==> src/hdl/sst_pkg.sv <==
package sst_pkg;

	typedef enum logic [2:0] {
		SST_OP_SWAP_WORK,
		SST_OP_SKIP_ZERO,
		SST_OP_SKIP_ZERO_MOVE,
		SST_OP_SKIP_BIT_CLEAR,
		SST_OP_TABLE_READ
	} sst_op_t;

	typedef enum logic [2:0] {
		SST_IDLE,
		SST_MEM_FETCH,
		SST_MEM_EXEC,
		SST_PROG_FETCH,
		SST_PROG_WRITE,
		SST_DUMMY
	} sst_state_t;

	localparam int SST_DATA_W = 8;
	localparam int SST_NIB_W = 4;
	localparam int SST_BIT_SEL_W = 3;
	localparam logic [7:0] SST_WORK_RESET = 8'h00;
	localparam int SST_DUMMY_CYCLES = 1;

	function automatic logic sst_is_zero(input logic [7:0] v);
		sst_is_zero = (v == 8'h00);
	endfunction

endpackage

==> src/hdl/sst_bit_test.sv <==
`timescale 1ns/1ps
`default_nettype none
module sst_bit_test
	import sst_pkg::*;
(
	input wire logic [7:0] data,
	input wire logic [2:0] bit_sel,
	output logic bit_clear
);
	logic [7:0] clear_vec;

	genvar g;
	generate
		for (g = 0; g < SST_DATA_W; g++) begin : g_clr
			assign clear_vec[g] = ~data[g];
		end
	endgenerate

	assign bit_clear = clear_vec[bit_sel];
endmodule
`default_nettype wire

==> src/hdl/sst_exec.sv <==
`timescale 1ns/1ps
`default_nettype none
module sst_exec
	import sst_pkg::*;
#(
	parameter int PROG_W = 16,
	parameter int PAGE_W = 4,
	parameter int ADDR_W = 8
) (
	input wire logic CLK_SYS,
	input wire logic RESETN,
	input wire logic INSTR_VALID,
	input wire sst_op_t INSTR_OP,
	input wire logic [ADDR_W-1:0] INSTR_ADDR,
	input wire logic [2:0] INSTR_BIT,
	input wire logic [PAGE_W-1:0] PC_PAGE,
	input wire logic [7:0] TABLE_POINTER,
	input wire logic [7:0] MEM_RDATA,
	input wire logic [PROG_W-1:0] PROG_RDATA,
	output logic READY,
	output logic [ADDR_W-1:0] MEM_ADDR,
	output logic MEM_RD,
	output logic MEM_WR,
	output logic [7:0] MEM_WDATA,
	output logic [PAGE_W+7:0] PROG_ADDR,
	output logic PROG_RD,
	output logic [7:0] WORKING_REGISTER,
	output logic WORK_WE,
	output logic [PROG_W-9:0] TABLE_HIGH_LATCH,
	output logic SKIP_NEXT,
	output logic DUMMY_CYCLE,
	output logic FLAG_WE,
	output logic DONE
);
	typedef struct packed {
		sst_state_t st;
		sst_op_t op;
		logic [2:0] bit_sel;
		logic ready;
		logic [ADDR_W-1:0] mem_addr;
		logic mem_rd;
		logic mem_wr;
		logic [7:0] mem_wdata;
		logic [PAGE_W+7:0] prog_addr;
		logic prog_rd;
		logic [7:0] work;
		logic work_we;
		logic [PROG_W-9:0] tbl_high;
		logic skip;
		logic dummy;
		logic done;
		logic flag_we;
	} sst_regs_t;

	sst_regs_t r;
	sst_regs_t next_r;
	logic [7:0] swapped;
	logic byte_zero;
	logic bit_clear;

	sst_swap u_swap (
		.data(MEM_RDATA),
		.swapped(swapped),
		.zero(byte_zero)
	);

	sst_bit_test u_bit (
		.data(MEM_RDATA),
		.bit_sel(r.bit_sel),
		.bit_clear(bit_clear)
	);

	always_comb begin
		next_r = r;
		// Single-cycle strobes default low
		next_r.mem_rd = 1'b0;
		next_r.mem_wr = 1'b0;
		next_r.prog_rd = 1'b0;
		next_r.work_we = 1'b0;
		next_r.skip = 1'b0;
		next_r.dummy = 1'b0;
		next_r.done = 1'b0;
		// Status flags are never written by this group
		next_r.flag_we = 1'b0;
		unique case (r.st)
			SST_IDLE: begin
				if (INSTR_VALID && r.ready) begin
					next_r.ready = 1'b0;
					next_r.op = INSTR_OP;
					next_r.bit_sel = INSTR_BIT;
					next_r.mem_addr = INSTR_ADDR;
					if (INSTR_OP == SST_OP_TABLE_READ) begin
						next_r.prog_addr = {PC_PAGE, TABLE_POINTER};
						next_r.prog_rd = 1'b1;
						next_r.st = SST_PROG_FETCH;
					end else begin
						next_r.mem_rd = 1'b1;
						next_r.st = SST_MEM_FETCH;
					end
				end
			end
			SST_MEM_FETCH: begin
				next_r.st = SST_MEM_EXEC;
			end
			SST_MEM_EXEC: begin
				next_r.done = 1'b1;
				next_r.st = SST_IDLE;
				next_r.ready = 1'b1;
				unique case (r.op)
					SST_OP_SWAP_WORK: begin
						// Result lands only in the working register; no memory write
						next_r.work = swapped;
						next_r.work_we = 1'b1;
					end
					SST_OP_SKIP_ZERO: begin
						next_r.skip = byte_zero;
					end
					SST_OP_SKIP_ZERO_MOVE: begin
						next_r.work = MEM_RDATA;
						next_r.work_we = 1'b1;
						next_r.skip = byte_zero;
					end
					SST_OP_SKIP_BIT_CLEAR: begin
						next_r.skip = bit_clear;
					end
					default: begin
					end
				endcase
				if (next_r.skip) begin
					next_r.st = SST_DUMMY;
					next_r.ready = 1'b0;
					next_r.dummy = 1'b1;
				end
			end
			SST_PROG_FETCH: begin
				next_r.st = SST_PROG_WRITE;
			end
			SST_PROG_WRITE: begin
				next_r.mem_wr = 1'b1;
				next_r.mem_wdata = PROG_RDATA[7:0];
				next_r.tbl_high = PROG_RDATA[PROG_W-1:8];
				next_r.done = 1'b1;
				next_r.ready = 1'b1;
				next_r.st = SST_IDLE;
			end
			SST_DUMMY: begin
				// Dummy cycle: no strobes, nothing written
				next_r.ready = 1'b1;
				next_r.st = SST_IDLE;
			end
			default: begin
				next_r.st = SST_IDLE;
				next_r.ready = 1'b1;
			end
		endcase
	end

	always_ff @(posedge CLK_SYS or negedge RESETN) begin
		if (!RESETN) begin
			r <= '0;
			r.st <= SST_IDLE;
			r.op <= SST_OP_SWAP_WORK;
			r.ready <= 1'b1;
			r.work <= SST_WORK_RESET;
		end else begin
			r <= next_r;
		end
	end

	always_comb begin
		READY = r.ready;
		MEM_ADDR = r.mem_addr;
		MEM_RD = r.mem_rd;
		MEM_WR = r.mem_wr;
		MEM_WDATA = r.mem_wdata;
		PROG_ADDR = r.prog_addr;
		PROG_RD = r.prog_rd;
		WORKING_REGISTER = r.work;
		WORK_WE = r.work_we;
		TABLE_HIGH_LATCH = r.tbl_high;
		SKIP_NEXT = r.skip;
		DUMMY_CYCLE = r.dummy;
		FLAG_WE = r.flag_we;
		DONE = r.done;
	end
endmodule
`default_nettype wire

==> src/hdl/sst_swap.sv <==
`timescale 1ns/1ps
`default_nettype none
module sst_swap
	import sst_pkg::*;
(
	input wire logic [7:0] data,
	output logic [7:0] swapped,
	output logic zero
);
	always_comb begin
		swapped = {data[SST_NIB_W-1:0], data[SST_DATA_W-1:SST_NIB_W]};
		zero = sst_is_zero(data);
	end
endmodule
`default_nettype wire
==> config.mk <==
export PLATFORM = sky130hd
export DESIGN_NAME = sst_exec
export DESIGN_NICKNAME = d
export VERILOG_FILES = /design/src/hdl/sst_pkg.sv /design/src/hdl/sst_bit_test.sv /design/src/hdl/sst_exec.sv /design/src/hdl/sst_swap.sv
export SDC_FILE = /design/constraint.sdc
export NUM_CORES = 1
export LEC_CHECK = 0
export BUFFER_PORTS_ARGS = -buffer_cell sky130_fd_sc_hd__buf_2
export CORE_ASPECT_RATIO = 1.1
export CORE_MARGIN = 2
export CORE_UTILIZATION = 40
export CTS_BUF_LIST = sky130_fd_sc_hd__clkbuf_4
export CTS_CLUSTER_DIAMETER = 120
export CTS_CLUSTER_SIZE = 28
export DETAILED_ROUTE_END_ITERATION = 12
export GPL_TIMING_DRIVEN = 0
export PLACE_DENSITY_LB_ADDON = 0.12
export SYNTH_ARGS = -nofsm -noshare
export SYNTH_HDL_FRONTEND = slang
export SYNTH_SLANG_ARGS = --single-unit
==> constraint.sdc <==
create_clock -name CLK_SYS -period 4.75 [get_ports CLK_SYS]
set_input_delay 0.2375 -clock CLK_SYS [delete_from_list [all_inputs] [get_ports CLK_SYS]]
set_output_delay 0.2375 -clock CLK_SYS [all_outputs]
set_load 0.05 [all_outputs]
# After elaboration in Yosys (flattened, before gate mapping)
# Cells that the tools add are included.
dict set report totals {
  register_bits 61
  inputBits 53
  out_inout_bits 53
  wordCells 68
}
dict set report op_classes {
  magnitude_cmp 1
  eq_ne 9
  muxes 21
  n_bitwise 9
  n_reduce_logical 12
}
# operator count
set ops {}
lappend ops {{$mux 19} 1}
lappend ops {{$pmux 9 s2} 1}
lappend ops {{$eq 3x2->1 const B} 4}
lappend ops {{$pmux 3 s4} 1}
lappend ops {{$mux 1} 11}
lappend ops {{$mux 9} 1}
lappend ops {{$not 1->1} 9}
lappend ops {{$logic_not 8->1} 1}
lappend ops {{$eq 3x1->1 const B} 2}
lappend ops {{$eq 3x3->1 const B} 2}
lappend ops {{$logic_not 3->1} 2}
lappend ops {{$reduce_and 2->1} 3}
lappend ops {{$reduce_or 2->1} 3}
lappend ops {{$lt 3x4->1 const B} 1}
lappend ops {{$mux 2} 2}
lappend ops {{$bmux 1 s3} 1}
lappend ops {{$mux 3} 1}
lappend ops {{$pmux 1 s3} 1}
lappend ops {{$reduce_and 3->1} 1}
lappend ops {{$ne 2x2->1 const B} 1}
lappend ops {{$pmux 1 s2} 1}
lappend ops {{$reduce_bool 2->1} 1}
lappend ops {{$logic_and 1x1->1} 1}

# Depth between registers and ports, before layout
# Gate-level depths: netlist (run 1).
dict set report logic_depth {
  depth_word 7
  depth_mapped 7
  depth_no_buf 4
}

# By module
# Synthesis (run 1) repeated with hierarchy kept, for this count alone.
dict set report unflattened {
  cells_unflattened 213
  hier_area_um2 2846.5
}
# module n_inst cells_each area_each_um2 seq_area_each_um2
set by_module_without_submodules {}
lappend by_module_without_submodules {sst_exec 1 199 2705.1 1502.7}
lappend by_module_without_submodules {sst_swap 1 11 78.8 0.0}
lappend by_module_without_submodules {sst_bit_test 1 3 62.6 0.0}

# Worst setup path before layout (run 1)
# OpenSTA, ideal clock, no wires.
dict set report synth_timing {
  path_kind {flip-flop to flip-flop}
  startpoint {register r (netlist bit READY)}
  endpoint {register r (netlist bit MEM_ADDR[2])}
  setup_ps 125
  t_arrival_ps 1831
  required_ps 4625
  setup_slack_ps 2794
  stages_incl_launch_ff 5
  n_path_buf 1
  synth_period_minus_slack_ps 1956
  cell_sequence {dfstp_2 -> nand2_1 -> nor4_4 -> buf_2 -> mux2_2}
}
dict set report synth_via {
  elab_chain_cells 2
}
# item line
set synth_lines {}
lappend synth_lines {{from (decl)} sst_exec.sv:55} ;# sst_regs_t r;
lappend synth_lines {{from (signal assigned)} sst_exec.sv:166} ;# r <= next_r;
lappend synth_lines {{$logic_and 1x1->1} sst_exec.sv:87} ;# if (INSTR_VALID && r.ready) begin
lappend synth_lines {{$reduce_and 2->1 (no source line)} --}
# No other way between the ends.
# A chain may end at the register's enable or synchronous reset.

# Worst setup path after layout (run 1)
dict set report layout_timing {
  startpoint {register r[60] (netlist name)}
  endpoint {register r (netlist bit MEM_ADDR[2])}
}
dict set report layout_via {
  elab_chain_cells 2
}
# item line
set layout_lines {}
lappend layout_lines {{$logic_not 3->1} sst_exec.sv:85} ;# unique case (r.st)
lappend layout_lines {{$reduce_and 2->1 (no source line)} --}
# No other way between the ends.

==> results of run 1 <==
## state kept, by name, indices dropped and copies added (netlist names)
signal            count
MEM_WR                1
MEM_WDATA             8
PROG_ADDR            12
PROG_RD               1
DONE                  1
DUMMY_CYCLE           1
TABLE_HIGH_LATCH      8
MEM_RD                1
READY                 1
WORKING_REGISTER      8
r                     9
MEM_ADDR              8
WORK_WE               1
## critical path: cells and delay by family, from the launching register on
family / cells / cell delay, ns
AND/OR/NAND/NOR: 1 / 0.61
multiplexers: 1 / 0.36
buffers and inverters: 2 / 0.51
flip-flops: 1 / 0.39
## cell families after synthesis
logic type | Yosys count | synth area share
simple gates | 34 | 0.07053
mux | 55 | 0.2246
xor+xnor | 2 | 0.006096
compound gates | 14 | 0.02873
other cells | 1 | 0.001305
flops | 60 | 0.5229
buf+inv | 58 | 0.1458
## layer usage
layer	up-vias	part of all wire	global-route usage
met4	0	0.016	0.07143
met1	916	0.43	0.1684
met5	-	0	0
met2	62	0.49	0.2264
li1	953	-	-
met3	7	0.064	0.03654
## path summary, 6_finish.rpt
kind / start / to / slack [ns] / depth (start not counted)
hold / removal: TABLE_POINTER[6] / PROG_ADDR[6] / 0.07 / 2
hold reg to reg: MEM_WDATA[1] / MEM_WDATA[1] / 0.51 / 1
setup / recovery: r[60] / MEM_ADDR[2] / 2.75 / 4
max in group asynchronous: RESETN / MEM_ADDR[6] / 3.78 / 2
setup reg to reg: r[60] / MEM_ADDR[2] / 2.75 / 4
min in group asynchronous: RESETN / MEM_WDATA[5] / 0.46 / 2
## cell usage after synthesis, types with 5 or more instances
cell	number	area, um2
mux2_2	34	382.9
buf_4	48	360.4
mux2i_1	12	120.1
mux2_4	8	120.1
nand2_1	6	22.52
buf_2	5	25.02
nor2_1	11	41.29
dfrtp_1	59	1476
a21oi_1	9	45.04
## stage by stage
step,util,worst slack (ns)
5_1_grt,0.5200,2.633
6_report,0.5200,2.755
3_5_place_dp,0.4996,2.745
2_1_floorplan,-,2.794
4_1_cts,0.5182,2.720
3_3_place_gp,0.4996,2.752
## layout make-up
| type | count | area share |
|---|---|---|
| Buffer | 56 | 0.1130 |
| Clock buffer | 10 | 0.02060 |
| Multi-Input combinational cell | 106 | 0.2613 |
| Sequential cell | 60 | 0.4124 |
| Inverter | 2 | 0.002060 |
| Clock inverter | 6 | 0.01511 |
| Tap cell | 85 | 0.02919 |
| Timing Repair Buffer | 105 | 0.1463 |
## timing repair
action,4_1_cts,5_1_grt
hold buffers,0,1
resized for setup,0,0
hold endpoints to repair,0,59
## power by group through the flow
stage	Sequential, mW	Combinational, mW	Clock, mW
5_1_grt	0.827	1.40	0.376
2_1_floorplan	0.816	1.09	0
4_1_cts	0.802	1.34	0.357
6_report	0.799	1.32	0.342
3_3_place_gp	0.804	1.33	0
3_5_place_dp	0.812	1.34	0
==> impl_metrics.csv, run 1 <==
group,metric,value,unit
synth,seq_area_frac_synth,0.5229,
finish,drive_gt1_frac,0.6377,
synth,synth.distinct_cells,33,
global_route,grt_max_degree,61,
drt,wl_per_cell,12.14,um
drt,dr.pass1.iters,4,
floorplanning,die_h,92.90,um
timing,max_slew.worst_pin.slew,0.7538,ns
timing,skew,0.01227,ns
finish,regArea,0.001503,mm2
floorplanning,start_util,0.4102,
placement,place_area,0.003501,mm2
power_and_ir_drop,p_int,1.375,mW
power_and_ir_drop,power_leakage,2.022,nW
setup_path,criticalPathCategory,"flop to flop",
clock_network,cts_buffer_depth,2,
finish,fin_cells,430,
power_and_ir_drop,switching_share,0.4420,
setup_path,startpoint_type,"flop",
drt,vias,1938,
clock_network,cts-root-buf,"clkbuf_4",
setup_path,cp.arrival,2.27,ns
floorplanning,core_area,0.007007,mm2
setup_path,required,5.02,ns
timing,grt_setup_unrepaired,"false",
synth,netlist_instances,224,
placement,port_buffers,104,
timing,hold_violations,0,
power_and_ir_drop,seq_power_share,0.324,
global_route,grt_pass1_vias,1874,
synth,async_reset_ff_frac,1.000,
global_route,grt_pass1_wl,8631,um
global_route,antenna_found_initial,0,
placement,dp.cells,413,
clock_network,htree_num_levels,3,
clock_network,cts_inserted_buffers,9,
setup_path,max_stage_delay,0.61,ns
synth,syn_nets,277,
drt,drc,0,
drt,wirelength,5220,um
timing,finalSetupTns,0,ns
floorplanning,num_io_pins,106,
power_and_ir_drop,fin_total_pwr,2.464,mW
timing,hold-worst-slack,0.07347,ns
clock_network,cts.sinks,60,
clock_network,insertion_delay,0.38,ns
timing,period_share,0.4200,
power_and_ir_drop,power.density,676.4,mW/mm2
drt,drt_iter0_markers,43,
finish,final_common_cell,"buf_2",
worst_hold_path,hp-class,"primary input to flop",
synth,syn-cell-area,0.002874,mm2
global_route,grt_remaining_overflow,0,
placement,hpwlAfterDp,3788,um
timing,post-route-min-period,1.995,ns
finish,fillers,664,
job,maxCapViolCount,0,
global_route,track_usage,0.1387,
power_and_ir_drop,clock_power_share,0.139,
setup_path,cp-end-kind,"flop",
synth,synth-main-ff-cell,"dfrtp_1",
status,status,"finished, final reports clean",
clock_network,clk_pin_slew_worst_paths,0.10,ns
power_and_ir_drop,p_switching,1.089,mW
placement,gp_congestion,0.6833,
timing,final-setup-viol-count,0,
drt,viasPerCell,4.507,
finish,antennaDiodeCount,0,
clock_network,post-cts-setup-buffer-count,0,
synth,synth-seq-cells,60,
setup_path,cp_cell_sequence,"buf_6 -> nor4_4 -> buf_2 -> mux2_2",
finish,syn2layout_area_growth,26.77,%
setup_path,worst_path_max_delay_cell,"nor4_4",
synth,synth_edf_count,0,
timing,fmax,501.2,MHz
timing,max-slew-margin-rel,0.4975,
drt,antenna_left,0,
synth,syn_avg_cell_area,12.83,um2
finish,final_area,0.003643,mm2
floorplanning,rows,32,
timing,finalMaxSlewViolations,0,
finish,nets,393,
floorplanning,die_w,84.82,um
finish,final_cell_mix,"buf_2, dfrtp_1, buf_4",
finish,multiInputGateArea,952.2,um2
power_and_ir_drop,ir_drop,403.4,uV
setup_path,worstPathMaxFanout,10,
floorplanning,dieArea,0.007880,mm2
power_and_ir_drop,power_frac_comb,0.537,
synth,yosysWarnings,0,
clock_network,cts_tree,"yes",
Note: power is estimated with default switching activity, not from simulation.
==> run 2: changes to the inputs <==
==> constraint.sdc (replaced) <==
create_clock -name CLK_SYS -period 1.8 [get_ports CLK_SYS]
set_input_delay 0.09 -clock CLK_SYS [delete_from_list [all_inputs] [get_ports CLK_SYS]]
set_output_delay 0.09 -clock CLK_SYS [all_outputs]
set_load 0.05 [all_outputs]
==> run 2 against run 1 <==
  * Final cell count grew 11%
  * Flip-flop and latch count is the same
  * Clock power grew 120%
  * Setup slack lost 2.7 ns
  * Highest routed layer unchanged
  * First-iteration DRC count shrank 47%
  * Combinational power grew to 2.8 times the previous value
  * Global-route usage grew 2.1 points
  * Largest cell class unchanged
  * Via count grew 9.1%
  * Sequential share of layout area shrank 4.7 points
==> impl_metrics.csv, run 2 (synthesis gave the netlist of run 1 again) <==
group,metric,value,unit
status,status,"finished, final reports clean",
finish,final_area,0.004108,mm2
floorplanning,core_area,0.007007,mm2
setup_path,worstPathMaxFanout,10,
clock_network,clk_pin_slew_worst_paths,0.10,ns
finish,largest_register_ffs,12,
finish,final_common_cell,"buf_2",
power_and_ir_drop,power_leakage,2.214,nW
setup_path,cp-end-kind,"flop",
finish,drive_gt1_frac,0.5780,
clock_network,cts_inserted_buffers,9,
setup_path,required,2.07,ns
finish,regArea,0.001503,mm2
drt,drt_iter0_markers,23,
power_and_ir_drop,fin_total_pwr,6.511,mW
setup_path,r2r_slack,0.06,ns
timing,grt_setup_unrepaired,"false",
global_route,antenna_found_initial,0,
finish,nets,440,
floorplanning,start_util,0.4102,
global_route,grt_max_degree,36,
floorplanning,die_h,92.90,um
floorplanning,die_w,84.82,um
timing,final-setup-viol-count,0,
clock_network,cts_tree,"yes",
finish,final_cell_mix,"buf_2, dfrtp_1, buf_4",
floorplanning,dieArea,0.007880,mm2
drt,drc,0,
setup_path,r2r_start,"READY",
timing,max-slew-margin-rel,0.5860,
timing,post-route-min-period,1.742,ns
setup_path,startpoint,"READY",
global_route,track_usage,0.1596,
drt,wl_per_cell,12.61,um
timing,skew,0.01493,ns
timing,finalMaxSlewViolations,0,
finish,antennaDiodeCount,0,
timing,hold_violations,0,
placement,gp_congestion,0.7035,
setup_path,startpoint_type,"flop",
drt,dr.pass1.iters,4,
clock_network,htree_num_levels,3,
job,maxCapViolCount,0,
placement,hpwlAfterDp,3903,um
clock_network,cts_buffer_depth,2,
floorplanning,rows,32,
placement,place_area,0.003526,mm2
power_and_ir_drop,power.density,1585,mW/mm2
setup_path,cp.arrival,2.02,ns
finish,multiInputGateArea,975.9,um2
setup_path,ff2ff_path_depth,6,
finish,syn2layout_area_growth,42.93,%
clock_network,cts-root-buf,"clkbuf_4",
floorplanning,num_io_pins,106,
drt,wirelength,6000,um
global_route,grt_remaining_overflow,0,
drt,viasPerCell,4.443,
drt,vias,2115,
power_and_ir_drop,ir_drop,988.2,uV
setup_path,worstSetupEndpoint,"PROG_ADDR[8]",
placement,port_buffers,104,
timing,fmax,573.9,MHz
setup_path,timing.rr.end,"PROG_ADDR[8]",
timing,max_slew.worst_pin.slew,0.6210,ns
setup_path,criticalPathCategory,"flop to flop",
timing,period_share,0.9680,
clock_network,cts.sinks,60,
clock_network,insertion_delay,0.39,ns
drt,antenna_left,0,
global_route,grt_pass1_vias,2147,
worst_hold_path,hp-class,"primary input to flop",
finish,fillers,599,
global_route,grt_pass1_wl,9887,um
-- run 2: cell count changes in the layout (fill, tap and decap cells not counted) --
cell           before  now
buf_12              0    1
buf_4              49   53
bufinv_16           1    0
clkbuf_4           10   11
clkinvlp_4          1    0
dlygate4sd3_1       1   43
nand2_1             6    5
nand2_2             0    1
nor3_2              1    0
nor3_4              0    1
nor4b_1             2    1
nor4b_4             0    1
-- run 2: repair_timing --
item                       in CTS  in global routing
gates resized for setup         2                  1
setup endpoints to repair      26                  1
hold buffers                   43                  0
pin swaps                       2                  0
hold endpoints to repair       68                  0
buffers inserted                4                  0
-- run 2: how the worst min path moves through the flow --
| stage | from | to | slack [ns] | cells after the start |
|---|---|---|---|---|
| 2_1_floorplan | RESETN | DONE | -0.21 | 0 |
| 3_3_place_gp | INSTR_ADDR[5] | MEM_ADDR[5] | 0.32 | 2 |
| 3_5_place_dp | RESETN | MEM_WDATA[5] | 0.14 | 1 |
| 4_1_cts | MEM_RDATA[5] | WORKING_REGISTER[1] | 0.03 | 3 |
| 5_1_grt | MEM_RDATA[0] | WORKING_REGISTER[0] | 0.05 | 3 |
| 6_report | MEM_RDATA[2] | WORKING_REGISTER[6] | 0.05 | 3 |
-- run 2: layout make-up --
cell class	count	area share
Sequential cell	60	0.3658
Timing Repair Buffer	152	0.2437
Multi-Input combinational cell	106	0.2376
Buffer	56	0.1008
Tap cell	85	0.02589
Clock buffer	11	0.02010
Clock inverter	4	0.004264
Inverter	2	0.001828
-- run 2: per-layer routing --
layer  up-vias  routed length, um  GRT usage
met2        64               3101     0.2723
li1       1052                  -          -
met4         0                 93    0.07143
met1       990               2470     0.1931
met3         9                334    0.03387
met5         -                  0          0
-- run 2: worst max-delay path, stage by stage (launching register included) --
cell and delay (ns):
dfstp_2 0.57, nand2_2 0.07, nor4_4 0.26, buf_4 0.18, nand2_4 0.07, buf_6 0.18, mux2_4 0.30
-- run 2: through the flow --
stage                 util  hold WS, ns  worst slack [ns]  setup TNS, ns  instances
finish              0.5863      0.04577           0.05759              0        476
global route        0.5863      0.04922           0.01776              0        476
CTS                 0.5850      0.03005           0.06001              0        476
detailed placement  0.5032       0.1438           -0.1996         -3.759        414
global placement    0.5004       0.3217           -0.1900         -3.692        413
floorplan                -      -0.2056          -0.07838         -1.253        224
-- run 2: power by group --
group	leakage, nW	internal (mW)	switching, mW
Sequential	0.766	1.84	0.276
Combinational	1.39	1.46	2.17
Clock	0.0616	0.295	0.468
Total	2.21	3.59	2.92
